### src/core/oca_consts.svh
// register offsets, field positions, reset values and timing counts of the overcurrent alert block
`ifndef OCA_CONSTS_SVH
`define OCA_CONSTS_SVH

`define OCA_CMD_CTRL0        8'h39
`define OCA_CMD_CTRL1        8'h3C
`define OCA_CMD_CTRL2        8'h3D
`define OCA_CMD_ADP_THR      8'h47
`define OCA_CMD_SYS_THR      8'h48
`define OCA_CMD_CTRL3        8'h4C
`define OCA_CMD_CTRL4        8'h4E

`define OCA_ADP_THR_RST      16'h0C00
`define OCA_SYS_THR_RST      16'h1000
`define OCA_CTRL_RST         16'h0000
`define OCA_THR_MAX_CODE     6'h32

`define OCA_ADP_FLD_LSB      7
`define OCA_ADP_FLD_MSB      12
`define OCA_SYS_FLD_LSB      8
`define OCA_SYS_FLD_MSB      13

`define OCA_DEB_MSB          10
`define OCA_DEB_LSB          9
`define OCA_HOLD_MSB         8
`define OCA_HOLD_LSB         6

`define OCA_CLK_NS           10
`define OCA_DEB0_NS          7000
`define OCA_DEB1_NS          100000
`define OCA_DEB2_NS          500000
`define OCA_DEB3_NS          1000000
`define OCA_HOLD_UNIT_NS     1000000
`define OCA_DEB0_CYC         17'((`OCA_DEB0_NS + `OCA_CLK_NS - 1) / `OCA_CLK_NS)

`define OCA_SLAVE_ADDR       7'h09

`endif

### src/core/oca_pkg.sv
// types shared by the overcurrent alert register block
package oca_pkg;

    typedef logic [15:0] oca_word_t;

    typedef enum logic [2:0] {
        OCA_IDLE,
        OCA_RX,
        OCA_ACK,
        OCA_TX,
        OCA_MACK,
        OCA_WAIT
    } oca_smb_state_e;

    typedef struct packed {
        logic [2:0] fwd_ofs;
        logic [2:0] boost_ofs;
        logic [2:0] rev_ofs;
        logic [1:0] short_thr;
        logic [1:0] unused;
        logic       vin_loop_dis;
        logic       adapter_side_dis_en;
        logic       system_dis_en;
    } oca_ctrl0_s;

    typedef struct packed {
        logic start;
        logic stop;
        logic scl_rise;
        logic scl_fall;
        logic sda;
    } oca_smb_ev_s;

endpackage

### src/core/oca_alert_regs.sv
// smbus register bank with overcurrent thresholds, control words and alert timing
`include "oca_consts.svh"
`timescale 1ns/1ps
`default_nettype none

module oca_alert_regs #(
    parameter logic [16:0] DEB1_CYC      = 17'(`OCA_DEB1_NS / `OCA_CLK_NS),
    parameter logic [16:0] DEB2_CYC      = 17'(`OCA_DEB2_NS / `OCA_CLK_NS),
    parameter logic [16:0] DEB3_CYC      = 17'(`OCA_DEB3_NS / `OCA_CLK_NS),
    parameter logic [23:0] HOLD_UNIT_CYC = 24'(`OCA_HOLD_UNIT_NS / `OCA_CLK_NS),
    parameter logic [6:0]  SLAVE_ADDR    = `OCA_SLAVE_ADDR
) (
    input  wire logic                mclk,
    input  wire logic                rst_n,
    input  wire logic                scl_in,
    input  wire logic                sda_in,
    output logic                     sda_out,
    output logic                     sda_oe_n,
    input  wire logic [15:0]         adapter_current_ma,
    input  wire logic [15:0]         system_current_ma,
    output logic                     alert_n,
    output oca_pkg::oca_ctrl0_s      ctrl0,
    output oca_pkg::oca_word_t       ctrl1_word,
    output oca_pkg::oca_word_t       ctrl2_word,
    output oca_pkg::oca_word_t       ctrl3_word,
    output oca_pkg::oca_word_t       ctrl4_word
);

    oca_pkg::oca_smb_ev_s    ev;
    oca_pkg::oca_smb_state_e state_r;
    logic [7:0]              rx_sh_r;
    logic [7:0]              tx_sh_r;
    logic [3:0]              bit_cnt_r;
    logic [1:0]              byte_idx_r;
    logic                    rd_mode_r;
    logic                    mack_ok_r;
    logic                    cmd_ok_r;
    logic [7:0]              cmd_r;
    logic [7:0]              lo_r;
    logic                    wr_stb_r;
    oca_pkg::oca_word_t      wr_data_r;
    logic                    sda_oe_n_r;
    logic                    sda_out_r;
    oca_pkg::oca_word_t      adp_thr_r;
    oca_pkg::oca_word_t      sys_thr_r;
    oca_pkg::oca_ctrl0_s     ctrl0_r;
    oca_pkg::oca_word_t      ctrl1_r;
    oca_pkg::oca_word_t      ctrl2_r;
    oca_pkg::oca_word_t      ctrl3_r;
    oca_pkg::oca_word_t      ctrl4_r;
    oca_pkg::oca_word_t      rd_word;
    logic                    cmd_mapped;
    logic [7:0]              rx_byte;
    logic [5:0]              adp_code;
    logic [5:0]              sys_code;
    logic [16:0]             deb_cyc;
    logic [23:0]             hold_cyc;
    logic                    adp_qual;
    logic                    sys_qual;
    logic [23:0]             hold_cnt_r;
    logic                    alert_n_r;

    oca_bus_edges u_edges (
        .mclk   (mclk),
        .rst_n  (rst_n),
        .scl_in (scl_in),
        .sda_in (sda_in),
        .ev     (ev)
    );

    assign rx_byte = {rx_sh_r[6:0], ev.sda};

    always_comb
    begin
        cmd_mapped = 1'b1;
        rd_word    = 16'h0000;
        case (cmd_r)
            `OCA_CMD_CTRL0:   rd_word = ctrl0_r;
            `OCA_CMD_CTRL1:   rd_word = ctrl1_r;
            `OCA_CMD_CTRL2:   rd_word = ctrl2_r;
            `OCA_CMD_CTRL3:   rd_word = ctrl3_r;
            `OCA_CMD_CTRL4:   rd_word = ctrl4_r;
            `OCA_CMD_ADP_THR: rd_word = adp_thr_r;
            `OCA_CMD_SYS_THR: rd_word = sys_thr_r;
            default:          cmd_mapped = 1'b0;
        endcase
    end

    // byte-level smbus slave; no clock stretching, so every byte is acked or refused at once
    always_ff @(posedge mclk or negedge rst_n)
    begin
        if (!rst_n)
        begin
            state_r    <= oca_pkg::OCA_IDLE;
            rx_sh_r    <= 8'h00;
            tx_sh_r    <= 8'h00;
            bit_cnt_r  <= 4'h0;
            byte_idx_r <= 2'h0;
            rd_mode_r  <= 1'b0;
            mack_ok_r  <= 1'b0;
            cmd_ok_r   <= 1'b0;
            cmd_r      <= 8'h00;
            lo_r       <= 8'h00;
            wr_stb_r   <= 1'b0;
            wr_data_r  <= 16'h0000;
            sda_oe_n_r <= 1'b1;
        end
        else
        begin
            wr_stb_r <= 1'b0;
            if (ev.stop)
            begin
                state_r    <= oca_pkg::OCA_IDLE;
                sda_oe_n_r <= 1'b1;
                cmd_ok_r   <= 1'b0;
            end
            else if (ev.start)
            begin
                // a repeated start keeps the command so a read-word can follow
                state_r    <= oca_pkg::OCA_RX;
                bit_cnt_r  <= 4'h0;
                byte_idx_r <= 2'h0;
                rd_mode_r  <= 1'b0;
                sda_oe_n_r <= 1'b1;
            end
            else
            begin
                case (state_r)
                    oca_pkg::OCA_RX:
                    begin
                        if (ev.scl_rise && bit_cnt_r != 4'h8)
                        begin
                            rx_sh_r   <= rx_byte;
                            bit_cnt_r <= 4'(bit_cnt_r + 4'h1);
                        end
                        else if (ev.scl_fall && bit_cnt_r == 4'h8)
                        begin
                            bit_cnt_r <= 4'h0;
                            state_r   <= oca_pkg::OCA_WAIT;
                            case (byte_idx_r)
                                2'h0:
                                begin
                                    if (rx_sh_r[7:1] == SLAVE_ADDR && (!rx_sh_r[0] || cmd_ok_r))
                                    begin
                                        rd_mode_r  <= rx_sh_r[0];
                                        byte_idx_r <= 2'h1;
                                        sda_oe_n_r <= 1'b0;
                                        state_r    <= oca_pkg::OCA_ACK;
                                    end
                                end
                                2'h1:
                                begin
                                    cmd_r <= rx_sh_r;
                                    if (rx_sh_r == `OCA_CMD_CTRL0 || rx_sh_r == `OCA_CMD_CTRL1 ||
                                        rx_sh_r == `OCA_CMD_CTRL2 || rx_sh_r == `OCA_CMD_CTRL3 ||
                                        rx_sh_r == `OCA_CMD_CTRL4 || rx_sh_r == `OCA_CMD_ADP_THR ||
                                        rx_sh_r == `OCA_CMD_SYS_THR)
                                    begin
                                        cmd_ok_r   <= 1'b1;
                                        byte_idx_r <= 2'h2;
                                        sda_oe_n_r <= 1'b0;
                                        state_r    <= oca_pkg::OCA_ACK;
                                    end
                                end
                                2'h2:
                                begin
                                    lo_r       <= rx_sh_r;
                                    byte_idx_r <= 2'h3;
                                    sda_oe_n_r <= 1'b0;
                                    state_r    <= oca_pkg::OCA_ACK;
                                end
                                default:
                                begin
                                    wr_data_r  <= {rx_sh_r, lo_r};
                                    wr_stb_r   <= 1'b1;
                                    cmd_ok_r   <= 1'b0;
                                    sda_oe_n_r <= 1'b0;
                                    state_r    <= oca_pkg::OCA_ACK;
                                    byte_idx_r <= 2'h0;
                                end
                            endcase
                        end
                    end
                    oca_pkg::OCA_ACK:
                    begin
                        if (ev.scl_fall)
                        begin
                            bit_cnt_r <= 4'h0;
                            if (rd_mode_r)
                            begin
                                sda_oe_n_r <= rd_word[7];
                                tx_sh_r    <= {rd_word[6:0], 1'b0};
                                state_r    <= oca_pkg::OCA_TX;
                            end
                            else
                            begin
                                sda_oe_n_r <= 1'b1;
                                state_r    <= (byte_idx_r == 2'h0) ? oca_pkg::OCA_WAIT : oca_pkg::OCA_RX;
                            end
                        end
                    end
                    oca_pkg::OCA_TX:
                    begin
                        if (ev.scl_rise)
                        begin
                            bit_cnt_r <= 4'(bit_cnt_r + 4'h1);
                        end
                        else if (ev.scl_fall && bit_cnt_r == 4'h8)
                        begin
                            sda_oe_n_r <= 1'b1;
                            state_r    <= oca_pkg::OCA_MACK;
                        end
                        else if (ev.scl_fall)
                        begin
                            sda_oe_n_r <= tx_sh_r[7];
                            tx_sh_r    <= {tx_sh_r[6:0], 1'b0};
                        end
                    end
                    oca_pkg::OCA_MACK:
                    begin
                        if (ev.scl_rise)
                        begin
                            mack_ok_r <= ~ev.sda;
                        end
                        else if (ev.scl_fall && mack_ok_r && byte_idx_r == 2'h1)
                        begin
                            // low byte went out and the host wants the high byte
                            byte_idx_r <= 2'h2;
                            bit_cnt_r  <= 4'h0;
                            sda_oe_n_r <= rd_word[15];
                            tx_sh_r    <= {rd_word[14:8], 1'b0};
                            state_r    <= oca_pkg::OCA_TX;
                        end
                        else if (ev.scl_fall)
                        begin
                            state_r <= oca_pkg::OCA_WAIT;
                        end
                    end
                    default:
                    begin
                        sda_oe_n_r <= 1'b1;
                    end
                endcase
            end
        end
    end

    // open-drain line: only ever pulled low
    always_ff @(posedge mclk or negedge rst_n)
    begin
        if (!rst_n)
        begin
            sda_out_r <= 1'b0;
        end
        else
        begin
            sda_out_r <= 1'b0;
        end
    end

    // any value is accepted; only the weighted field is kept, saturated at its maximum
    assign adp_code = (wr_data_r[`OCA_ADP_FLD_MSB:`OCA_ADP_FLD_LSB] > `OCA_THR_MAX_CODE) ?
                      `OCA_THR_MAX_CODE : wr_data_r[`OCA_ADP_FLD_MSB:`OCA_ADP_FLD_LSB];
    assign sys_code = (wr_data_r[`OCA_SYS_FLD_MSB:`OCA_SYS_FLD_LSB] > `OCA_THR_MAX_CODE) ?
                      `OCA_THR_MAX_CODE : wr_data_r[`OCA_SYS_FLD_MSB:`OCA_SYS_FLD_LSB];

    always_ff @(posedge mclk or negedge rst_n)
    begin
        if (!rst_n)
        begin
            adp_thr_r <= `OCA_ADP_THR_RST;
            sys_thr_r <= `OCA_SYS_THR_RST;
        end
        else if (wr_stb_r && cmd_r == `OCA_CMD_ADP_THR)
        begin
            adp_thr_r <= {3'h0, adp_code, 7'h00};
        end
        else if (wr_stb_r && cmd_r == `OCA_CMD_SYS_THR)
        begin
            sys_thr_r <= {2'h0, sys_code, 8'h00};
        end
    end

    always_ff @(posedge mclk or negedge rst_n)
    begin
        if (!rst_n)
        begin
            ctrl0_r <= `OCA_CTRL_RST;
            ctrl1_r <= `OCA_CTRL_RST;
            ctrl2_r <= `OCA_CTRL_RST;
            ctrl3_r <= `OCA_CTRL_RST;
            ctrl4_r <= `OCA_CTRL_RST;
        end
        else if (wr_stb_r)
        begin
            case (cmd_r)
                `OCA_CMD_CTRL0:
                begin
                    ctrl0_r        <= wr_data_r;
                    ctrl0_r.unused <= 2'h0;
                end
                `OCA_CMD_CTRL1: ctrl1_r <= wr_data_r;
                `OCA_CMD_CTRL2: ctrl2_r <= wr_data_r;
                `OCA_CMD_CTRL3: ctrl3_r <= wr_data_r;
                `OCA_CMD_CTRL4: ctrl4_r <= wr_data_r;
                default:        ctrl1_r <= ctrl1_r;
            endcase
        end
    end

    always_comb
    begin
        case (ctrl2_r[`OCA_DEB_MSB:`OCA_DEB_LSB])
            2'h0:    deb_cyc = `OCA_DEB0_CYC;
            2'h1:    deb_cyc = DEB1_CYC;
            2'h2:    deb_cyc = DEB2_CYC;
            default: deb_cyc = DEB3_CYC;
        endcase
    end

    assign hold_cyc = 24'(HOLD_UNIT_CYC * 24'({21'h0, ctrl2_r[`OCA_HOLD_MSB:`OCA_HOLD_LSB]} + 24'h1));

    oca_debounce u_adp_deb (
        .mclk       (mclk),
        .rst_n      (rst_n),
        .current_ma (adapter_current_ma),
        .thresh_ma  (adp_thr_r),
        .deb_cyc    (deb_cyc),
        .qual_r     (adp_qual)
    );

    oca_debounce u_sys_deb (
        .mclk       (mclk),
        .rst_n      (rst_n),
        .current_ma (system_current_ma),
        .thresh_ma  (sys_thr_r),
        .deb_cyc    (deb_cyc),
        .qual_r     (sys_qual)
    );

    // hold restarts every cycle the condition stands, so release needs both hold done and current no longer above its threshold
    always_ff @(posedge mclk or negedge rst_n)
    begin
        if (!rst_n)
        begin
            alert_n_r  <= 1'b1;
            hold_cnt_r <= 24'h0;
        end
        else if (adp_qual || sys_qual)
        begin
            alert_n_r  <= 1'b0;
            hold_cnt_r <= 24'(hold_cyc - 24'h1);
        end
        else if (hold_cnt_r != 24'h0)
        begin
            hold_cnt_r <= 24'(hold_cnt_r - 24'h1);
        end
        else
        begin
            alert_n_r <= 1'b1;
        end
    end

    assign sda_out    = sda_out_r;
    assign sda_oe_n   = sda_oe_n_r;
    assign alert_n    = alert_n_r;
    assign ctrl0      = ctrl0_r;
    assign ctrl1_word = ctrl1_r;
    assign ctrl2_word = ctrl2_r;
    assign ctrl3_word = ctrl3_r;
    assign ctrl4_word = ctrl4_r;

endmodule

`default_nettype wire

### src/core/oca_bus_edges.sv
// serial bus line edge and start/stop condition detector
`timescale 1ns/1ps
`default_nettype none

module oca_bus_edges (
    input  wire logic              mclk,
    input  wire logic              rst_n,
    input  wire logic              scl_in,
    input  wire logic              sda_in,
    output oca_pkg::oca_smb_ev_s   ev
);

    logic scl_q_r;
    logic sda_q_r;

    always_ff @(posedge mclk or negedge rst_n)
    begin
        if (!rst_n)
        begin
            scl_q_r <= 1'b1;
            sda_q_r <= 1'b1;
        end
        else
        begin
            scl_q_r <= scl_in;
            sda_q_r <= sda_in;
        end
    end

    always_comb
    begin
        ev.start    = scl_in & scl_q_r & sda_q_r & ~sda_in;
        ev.stop     = scl_in & scl_q_r & ~sda_q_r & sda_in;
        ev.scl_rise = scl_in & ~scl_q_r;
        ev.scl_fall = ~scl_in & scl_q_r;
        ev.sda      = sda_in;
    end

endmodule

`default_nettype wire

### src/core/oca_debounce.sv
// one overcurrent comparator with its assertion debounce
`timescale 1ns/1ps
`default_nettype none

module oca_debounce (
    input  wire logic        mclk,
    input  wire logic        rst_n,
    input  wire logic [15:0] current_ma,
    input  wire logic [15:0] thresh_ma,
    input  wire logic [16:0] deb_cyc,
    output logic             qual_r
);

    logic [16:0] cnt_r;
    logic        over;

    // thresholds are stored so that the register value equals the limit in mA
    assign over = current_ma > thresh_ma;

    always_ff @(posedge mclk or negedge rst_n)
    begin
        if (!rst_n)
        begin
            cnt_r  <= 17'h0;
            qual_r <= 1'b0;
        end
        else if (!over)
        begin
            cnt_r  <= 17'h0;
            qual_r <= 1'b0;
        end
        else if (cnt_r >= 17'(deb_cyc - 17'h1))
        begin
            qual_r <= 1'b1;
        end
        else
        begin
            cnt_r <= 17'(cnt_r + 17'h1);
        end
    end

endmodule

`default_nettype wire

### config.mk
export PLATFORM = sky130hd
export DESIGN_NAME = oca_alert_regs
export DESIGN_NICKNAME = d
export VERILOG_FILES = /design/src/core/oca_pkg.sv /design/src/core/oca_alert_regs.sv /design/src/core/oca_bus_edges.sv /design/src/core/oca_debounce.sv
export VERILOG_INCLUDE_DIRS = /design/src /design/src/core
export SDC_FILE = /design/constraint.sdc
export NUM_CORES = 1
export LEC_CHECK = 0
export BUFFER_PORTS_ARGS = -buffer_cell sky130_fd_sc_hd__buf_4
export CORE_ASPECT_RATIO = 0.5
export CORE_MARGIN = 2
export CORE_UTILIZATION = 55
export DETAILED_ROUTE_END_ITERATION = 8
export PLACE_DENSITY_LB_ADDON = 0.1
export SLEW_MARGIN = 20
export SYNTH_ARGS = -nofsm -noshare
export SYNTH_HDL_FRONTEND = slang
export SYNTH_SLANG_ARGS = --single-unit
### constraint.sdc
create_clock -name mclk -period 4.5 [get_ports mclk]
set_input_delay 0.45 -clock mclk [delete_from_list [all_inputs] [get_ports mclk]]
set_output_delay 0.45 -clock mclk [all_outputs]
set_load 0.01 [all_outputs]
==> run_results.csv, run 1 <==
group,metric,value,unit
synth,syn_inst,1212,
critical_path,reg2reg_to,"hold_cnt_r[20]",
synth,synth_top_family_by_area,"simple AND/OR/NAND/NOR gates",
route,first_iter_violations,836,
placement,portBuffers,115,
layout,num_antenna_cells,0,
floorplan,start_util,0.565,
synth,post-synth-top-area-cell,"dfrtp_1",
min_path,min_from,"sda_in",
sta,setup_viol,0,
layout,mostFrequentLayoutCells,"207 x dfrtp_1, 126 x buf_4, 117 x mux2_2",
synth,synth_edf_count,0,
clock_tree,clock-sinks,214,
floorplan,coreArea,21800,um2
critical_path,r2r_cells,12,
synth,synth_adder_area_share,0.0710,
clock_tree,cts_buffers,21,
floorplan,die_h,110,um
min_path,min_to,"u_edges.sda_q_r",
layout,drive_gt1_frac,0.229,
layout,fillers,1729,
placement,preCtsSetupSlack,377,ps
route,routed_wl,31500,um
global_route,overflow,0,
placement,gp_congestion,0.871,
sta,relSlewSlack,0.260,
clock_tree,cts_root_buf,"clkbuf_16",
sta,fin_crit_sh,0.917,
placement,dp_cells,1590,
synth,post_synth.cell_area_avg,10.2,um2
synth,synth-seq-cells,214,
synth,yosys_warnings,0,
global_route,grt_pass1_vias,9716,
synth,synth_top_area_frac,0.420,
layout,post-route-util,0.650,
layout,final_cell_count_no_fill,1628,
clock_tree,cts_tree,"done",
synth,synth-async-reset-ratio,1.00,
placement,dp_hpwl,22700,um
synth,ys.flop_type,"dfrtp_1",
sta,setup_slack,376,ps
critical_path,critPathLaunchType,"flop",
route,drc,0,
sta,tightest_slew,1110,ps
outcome,outcome,"complete, no violations",
floorplan,rows,38,
route,firstDrtPassIters,5,
synth,synthMuxAreaShare,0.124,
critical_path,cp_max_fo,9,
critical_path,cp-end-kind,"flop",
sta,fin_worst_skew,7.06,ps
global_route,track_usage,0.269,
sta,rsz0062_at_grt,"no",
power_and_ir_drop,leakage,0.00654,uW
sta,hold_viol,0,
critical_path,path_class,"reg -> reg",
clock_tree,h-tree-depth,1,
clock_tree,postCtsSetupRepairBufs,0,
route,wl_per_cell,19.3,um
power_and_ir_drop,vdd_ir_drop_max,0.000225,V
synth,synth_compound_area_frac,0.143,
layout,num-nets-final,1420,
critical_path,regToRegStartpoint,"ctrl2_word[7]",
synth,ys_types,75,
route,vias_per_cell,6.00,
job,max_cap_viol_count,0,
clock_tree,path_clk_slew,60,ps
critical_path,rrSetupSlack,380,ps
route,vias,9763,
sta,fmax,242,MHz
sta,min_period,4120,ps
synth,synth_area_leaders,"dfrtp_1 42%, mux2_2 11%, ha_1 7.1%",
min_path,holdPathStages,1,
floorplan,die_area,23700,um2
clock_tree,clock_path_buffers,3,
floorplan,io-pin-count,119,
layout,areaGrowthSynthToFinish,14.9,%
power_and_ir_drop,total_power,5000,uW
global_route,grt_start_max_net_pins,87,
layout,final_common_cell,"dfrtp_1",
route,ant_nets,0,
global_route,antenna_found_initial,0,
clock_tree,clk_latency,520,ps
floorplan,die_x,216,um
critical_path,required,4900,ps
sta,tns,0,ps
min_path,hp-class,"in -> reg",
power_and_ir_drop,powerDensity,353,nW/um2
sta,finalMaxSlewViolations,0,
global_route,grt_pass1_wl,50900,um
synth,synth_xor_xnor_area_share,0.0469,
synth,syn_area,12300,um2
critical_path,worstPathArrival,4520,ps
synth,ys_seq_area_frac,0.435,
synth,yosys.area_share.simple,0.148,
cells in the mapped netlist, types with 7 or more instances:
cell	n
inv_1	44
o22ai_1	20
or4_1	9
o2111ai_1	10
a21o_1	15
dfstp_2	7
nor4_1	8
buf_2	8
and2_1	12
mux2i_1	21
nand2_1	86
and3_1	17
mux2_2	117
a211oi_1	10
nor3b_1	7
a31oi_1	7
xnor2_1	37
nand3_1	28
nand4_1	11
a21oi_1	64
nor3_1	17
ha_1	70
nor2b_1	13
xor2_1	29
a22oi_1	15
or3_1	8
nand2b_1	17
nor2_1	94
clkbuf_1	37
o21ai_0	63
dfrtp_1	207
a22o_1	8
where the power goes:
group	switching (uW)	total, uW	internal [uW]
combinational	550	945	395
sequential	218	2290	2070
clock	777	1770	990
logic make-up (layout without fill, tap and decap cells):
logic type | count (synthesis) | after routing
fa+ha+maj | 70 | 70
simple gates | 356 | 356
other cells | 1 | 5
xor+xnor | 66 | 66
mux | 138 | 138
compound gates | 269 | 269
flops | 214 | 214
buf+inv | 98 | 210
state kept, by name, indices dropped and copies added, names as in the netlist, 14 cells and up:
register and cells:
ctrl0 14, ctrl4_word 16, u_adp_deb.cnt_r 17, u_sys_deb.cnt_r 17, wr_data_r 16, hold_cnt_r 24, ctrl2_word 16, ctrl1_word 16
ctrl3_word 16
how the worst max path moves through the flow:
stage,start,endpoint,slack (ps)
finish,ctrl2_word[7],hold_cnt_r[20],380
global route,ctrl2_word[6],hold_cnt_r[21],8
CTS,ctrl2_word[6],hold_cnt_r[23],360
detailed placement,ctrl2_word[6],hold_cnt_r[23],380
global placement,ctrl2_word[6],hold_cnt_r[21],510
floorplan,ctrl2_word[6],hold_cnt_r[21],470
layout make-up:
cell class | instances | area [um2] | share of cell area
multi-input combinational | 904 | 6610 | 0.466
sequential | 214 | 5360 | 0.378
timing repair buffer | 129 | 990 | 0.0698
clock buffer | 30 | 599 | 0.0423
tap | 300 | 375 | 0.0265
inverter | 44 | 165 | 0.0117
clock inverter | 7 | 70.1 | 0.00494
stage by stage:
| stage | hold slack (ps) | instance area [um2] |
|---|---|---|
| global placement | 464 | 13500 |
| floorplan | 154 | 12400 |
| global route | 48.6 | 14200 |
| CTS | 47.7 | 14200 |
| finish | 62.5 | 14200 |
| detailed placement | 471 | 13500 |
critical path, stage by stage (launching register included):
cell and delay (ps):
dfrtp_1 450, ha_1 270, xor2_1 370, ha_1 320, ha_1 430, ha_1 400, and3_1 230, a211oi_1 540
nor3_1 180, a311oi_1 440, nor2_1 100, and3_1 160, a2bb2oi_1 120
layer usage:
| layer | GRT usage | wire, um | vias to the layer above |
|---|---|---|---|
| li1 | - | - | 4614 |
| met1 | 0.368 | 14400 | 4875 |
| met2 | 0.454 | 14900 | 226 |
| met3 | 0.0467 | 1550 | 48 |
| met4 | 0.0596 | 592 | 0 |
| met5 | 0 | 0 | - |
repair_timing:
action | 4_1_cts | 5_1_grt
gates resized for setup | 0 | 1
hold buffers | 1 | 0
endpoints found under the setup margin | 0 | 1
hold endpoints to repair | 4 | 0
(Power assumes the default switching activity.)
==> run 2: changes to the inputs <==
Settings changed: SYNTH_HIERARCHICAL from default to 1.
==> run 2 against run 1 <==
Against the previous run:
- the flow now finishes with violations (hold timing)
- sequential share of layout area is 3.6 points lower
- global-route usage is 0.19 points lower
- via count up 12%
- first-iteration DRC count fell by 5.0%
- power barely moved
- clock skew up 4.5 ps
- die area grew 11%
==> run_results.csv, run 2 <==
group,metric,value,unit
critical_path,path_class,"reg -> reg",
job,max_cap_viol_count,0,
route,firstDrtPassIters,5,
global_route,track_usage,0.267,
clock_tree,postCtsSetupRepairBufs,0,
sta,tns,0,ps
global_route,overflow,0,
outcome,outcome,"finished, violations left",
route,drc,0,
synth,synth-async-reset-ratio,1.00,
sta,min_period,4230,ps
sta,setup_viol,0,
sta,timing.hold.ws,-20.4,ps
sta,rsz0062_at_grt,"no",
placement,gp_congestion,0.897,
synth,synth_edf_count,0,
critical_path,critPathLaunchType,"flop",
synth,synth_top_area_frac,0.378,
synth,synth.most_common_cell,"dfrtp_1",
floorplan,die_h,116,um
min_path,hp-class,"in -> async",
critical_path,regToRegStartpoint,"ctrl2_word[10]",
clock_tree,clock-sinks,214,
floorplan,io-pin-count,119,
clock_tree,cts_hold_buf,0,
power_and_ir_drop,leakage,0.00709,uW
critical_path,r2r_cells,14,
layout,drive_gt1_frac,0.206,
floorplan,coreArea,24200,um2
route,vias,11000,
sta,relSlewSlack,0.302,
layout,final_common_cell,"dfrtp_1",
clock_tree,path_clk_slew,70,ps
critical_path,worstPathArrival,4660,ps
route,vias_per_cell,5.82,
route,first_iter_violations,794,
layout,finalInstanceArea,15600,um2
route,routed_wl,34500,um
critical_path,rrSetupSlack,270,ps
synth,ys_seq_area_frac,0.392,
floorplan,start_util,0.565,
clock_tree,clk_latency,520,ps
global_route,grt_start_max_net_pins,106,
synth,syn_area,13700,um2
critical_path,required,4930,ps
synth,synth-seq-cells,214,
synth,synth_area_leaders,"dfrtp_1 38%, ha_1 9.2%, mux2_2 8.1%",
route,ant_nets,0,
synth,post-synth-top-area-cell,"dfrtp_1",
clock_tree,cts_root_buf,"clkbuf_16",
layout,areaGrowthSynthToFinish,14.2,%
critical_path,cp_max_fo,23,
power_and_ir_drop,powerDensity,319,nW/um2
synth,yosys_warnings,6,
clock_tree,h-tree-depth,1,
clock_tree,cts_tree,"done",
placement,dp_hpwl,25800,um
sta,hold_viol,5,
sta,fin_worst_skew,11.5,ps
synth,post_synth.cell_area_avg,9.90,um2
layout,largest_registers,"hold_cnt_r: 24 flops, u_adp_deb/cnt_r: 17 flops, u_sys_deb/cnt_r: 17 flops",
layout,mostFrequentLayoutCells,"206 x dfrtp_1, 124 x buf_4, 110 x nand2_1",
floorplan,die_area,26300,um2
outcome,violations,"hold timing",
global_route,antenna_found_initial,0,
clock_tree,cts_buffers,21,
layout,largest_reg_flops,24,
floorplan,die_x,227,um
sta,finalMaxSlewViolations,0,
power_and_ir_drop,total_power,5000,uW
global_route,grt_pass1_wl,56000,um
layout,num-nets-final,1672,
synth,synth_common_cells,"207 x dfrtp_1, 110 x nand2_1, 106 x nor2_1",
synth,ys_types,96,
critical_path,cp-end-kind,"flop",
power_and_ir_drop,vdd_ir_drop_max,0.000372,V
sta,fin_crit_sh,0.940,
layout,num_antenna_cells,0,
synth,ys.flop_type,"dfrtp_1",
critical_path,reg2reg_to,"u_adp_deb/cnt_r[5]",
clock_tree,clock_path_buffers,3,
route,wl_per_cell,18.3,um
synth,syn_inst,1383,
sta,fmax,236,MHz
layout,post-route-util,0.646,
placement,dpl_cell_area,15000,um2
layout,largest_register,"hold_cnt_r",
floorplan,rows,40,
placement,portBuffers,115,
sta,tightest_slew,1040,ps
global_route,grt_pass1_vias,10900,
-- run 2: kinds of logic after synthesis --
| kind of cell | after synthesis | share of synthesized area |
|---|---|---|
| other cells | 2 | 0.000548 |
| xor+xnor | 69 | 0.0447 |
| mux | 143 | 0.115 |
| flops | 214 | 0.392 |
| buf+inv | 122 | 0.0394 |
| compound gates | 276 | 0.138 |
| fa+ha+maj | 102 | 0.0937 |
| simple gates | 455 | 0.176 |
-- run 2: critical path, cell delays in order (launching register included) --
cell	delay, ps
dfrtp_1	440
inv_1	100
ha_1	470
inv_1	260
nor4_1	400
nand2_1	180
nor3_1	240
xnor2_1	160
ha_1	290
a21oi_1	130
o21ai_0	150
a211oi_4	280
o21ai_2	300
or4_1	540
a21oi_1	180
-- run 2: cell type report --
cell class	instances	area [um2]
clock buffers	28	572
well taps	336	420
multi-input cells	1097	7990
flip-flops and latches	214	5370
fillers	2049	8570
clock inverters	7	60.1
inverters	74	278
repair buffers	126	965
-- run 2: timing repair --
| item | 4_1_cts | 5_1_grt |
|---|---|---|
| resized for setup | 0 | 1 |
| hold endpoints to repair | 0 | 0 |
| endpoints found under the setup margin | 0 | 3 |
-- run 2: layer usage --
| metal | vias up | global-route usage | part of all wire |
|---|---|---|---|
| met5 | - | 0 | 0 |
| met3 | 65 | 0.0408 | 0.044 |
| met4 | 0 | 0.0767 | 0.027 |
| met1 | 5336 | 0.357 | 0.45 |
| li1 | 5277 | - | - |
| met2 | 278 | 0.457 | 0.48 |
-- run 2: power breakdown --
group          leakage, uW  switching [uW]  internal, uW
Sequential         0.00289             237          2120
Clock             0.000310             788           906
Combinational      0.00389             536           411
-- run 2: through the flow --
step / instances / hold slack, ps / worst slack (ps)
2_1_floorplan: 1433 / 154 / 731
3_3_place_gp: 1847 / 470 / 504
3_5_place_dp: 1847 / 473 / 236
4_1_cts: 1882 / 39.3 / 211
5_1_grt: 1882 / 48.0 / 48.8
6_report: 1882 / -20.4 / 271
-- run 2: worst max-delay path by stage --
stage	cells past startpoint	from	end
floorplan	14	ctrl2_word[6]	hold_cnt_r[22]
global placement	14	ctrl2_word[6]	hold_cnt_r[22]
detailed placement	14	ctrl2_word[6]	hold_cnt_r[22]
CTS	14	ctrl2_word[6]	hold_cnt_r[22]
global route	14	ctrl2_word[10]	u_adp_deb/cnt_r[5]
finish	14	ctrl2_word[10]	u_adp_deb/cnt_r[5]
==> run 3: changes to the inputs <==
Clock period 4.5 ns to 4.74 ns, I/O delays scaled along.
==> run 3 against run 2 <==
Against the previous run:
- core utilization up 0.12 points
- critical path type unchanged
- sequential cell count unchanged
- the flow now finishes without violations
- via count up 0.66%
- register-to-register slack better by 210 ps
- combinational power down 5.5%
- power down 4.1%
- first-iteration DRC count up 19%
- highest routed layer unchanged
- global-route usage up 0.47 points
- sequential power down 5%
- routed wire length up 1.1%
==> run_results.csv, run 3 (same netlist as run 2, synthesis figures left out) <==
group,metric,value,unit
global_route,grt_pass1_wl,56800,um
min_path,hp-class,"in -> reg",
job,max_cap_viol_count,0,
route,first_iter_violations,945,
sta,fmax,235,MHz
critical_path,critPathLaunchType,"flop",
layout,final_cell_count_no_fill,1884,
global_route,grt_start_max_net_pins,164,
critical_path,path_class,"reg -> reg",
layout,num_antenna_cells,0,
route,drc,0,
clock_tree,path_clk_slew,70,ps
sta,tightest_slew,1070,ps
power_and_ir_drop,total_power,4790,uW
power_and_ir_drop,vdd_ir_drop_max,0.000297,V
sta,tns,0,ps
route,ant_nets,0,
sta,finalMaxSlewViolations,0,
power_and_ir_drop,powerDensity,306,nW/um2
min_path,min_to,"u_edges/scl_q_r",
global_route,antenna_found_initial,0,
critical_path,required,5170,ps
critical_path,r2r_cells,14,
clock_tree,postCtsSetupRepairBufs,0,
layout,largest_registers,"hold_cnt_r: 24 flops, u_adp_deb/cnt_r: 17 flops, u_sys_deb/cnt_r: 17 flops",
critical_path,reg2reg_to,"hold_cnt_r[23]",
layout,final_common_cell,"dfrtp_1",
clock_tree,cts_tree,"done",
critical_path,cp-end-kind,"flop",
sta,rsz0062_at_grt,"no",
global_route,grt_pass1_vias,10800,
layout,largest_register,"hold_cnt_r",
clock_tree,h-tree-depth,1,
outcome,outcome,"complete, no violations",
sta,relSlewSlack,0.281,
route,routed_wl,34900,um
floorplan,rows,40,
critical_path,cp_max_fo,12,
clock_tree,clk_latency,520,ps
layout,num-nets-final,1671,
clock_tree,clock-sinks,214,
layout,fillers,2018,
layout,largest_reg_flops,24,
power_and_ir_drop,leakage,0.00710,uW
layout,mostFrequentLayoutCells,"207 x dfrtp_1, 122 x buf_4, 110 x nand2_1",
sta,setup_viol,0,
floorplan,die_x,227,um
sta,min_period,4260,ps
placement,gp_congestion,0.893,
route,vias_per_cell,5.85,
route,wl_per_cell,18.5,um
critical_path,rrSetupSlack,480,ps
clock_tree,cts_buffers,21,
sta,fin_crit_sh,0.898,
min_path,holdPathStages,1,
route,firstDrtPassIters,8,
floorplan,io-pin-count,119,
clock_tree,clock_path_buffers,3,
layout,areaGrowthSynthToFinish,14.4,%
min_path,min_from,"scl_in",
floorplan,die_h,116,um
clock_tree,cts_root_buf,"clkbuf_16",
placement,portBuffers,115,
critical_path,worstPathArrival,4690,ps
placement,dp_cells,1845,
global_route,overflow,0,
sta,fin_worst_skew,13.7,ps
floorplan,die_area,26300,um2
floorplan,start_util,0.565,
layout,drive_gt1_frac,0.206,
placement,dp_hpwl,25900,um
floorplan,coreArea,24200,um2
route,vias,11000,
clock_tree,cts_resized,0,
critical_path,regToRegStartpoint,"ctrl2_word[6]",
global_route,track_usage,0.272,
clock_tree,cts_hold_buf,1,
sta,hold_viol,0,
## run 3: changes by cell type in the layout (fill, tap and decap cells not counted), sizes merged
cell         previous run  this run
buf                   125       123
clkbuf                 29        32
clkinv                  4         1
clkinvlp                0         3
dlygate4sd3             0         1
## run 3: critical path: stages (launching register included)
cell	delay (ps)
dfrtp_1	600
inv_1	230
ha_1	470
ha_1	220
inv_1	60
fa_1	510
inv_1	50
ha_1	220
a21o_1	220
and4_1	240
nor3_1	220
o2111ai_1	220
nand3b_1	250
or4b_1	540
o21ai_0	110
## run 3: power by group
part           switching (uW)  leakage (uW)  internal [uW]
clock                     753      0.000319            907
combinational             506       0.00389            390
sequential                224       0.00289           2010
## run 3: cell type report
type | instances | area [um2] | share of cell area
Tap cell | 336 | 420 | 0.0268
Inverter | 74 | 278 | 0.0177
Multi-Input combinational cell | 1097 | 7990 | 0.510
Timing Repair Buffer | 125 | 960 | 0.0612
Clock buffer | 31 | 613 | 0.0391
Clock inverter | 7 | 53.8 | 0.00343
Sequential cell | 214 | 5360 | 0.342
## run 3: per-layer routing
metal,vias to the layer above,GRT usage,part of all wire
met5,-,0,0
met4,0,0.0614,0.021
met3,53,0.0401,0.048
met2,280,0.462,0.48
met1,5426,0.373,0.45
li1,5269,-,-
## run 3: through the flow
step	utilization	setup slack (ps)	hold slack [ps]	area, um2
2_1_floorplan	-	971	178	13900
3_3_place_gp	0.619	747	450	15000
3_5_place_dp	0.619	481	459	15000
4_1_cts	0.647	479	63.2	15700
5_1_grt	0.647	173	68.8	15700
6_report	0.647	485	80.9	15700
## run 3: how the worst max path moves through the flow
stage | start | endpoint | slack, ps | depth (start not counted)
6_report | ctrl2_word[6] | hold_cnt_r[23] | 480 | 14
5_1_grt | ctrl2_word[6] | hold_cnt_r[23] | 170 | 14
4_1_cts | ctrl2_word[6] | hold_cnt_r[23] | 480 | 14
3_5_place_dp | ctrl2_word[6] | hold_cnt_r[23] | 480 | 14
3_3_place_gp | ctrl2_word[6] | hold_cnt_r[22] | 750 | 14
2_1_floorplan | ctrl2_word[6] | hold_cnt_r[22] | 970 | 14
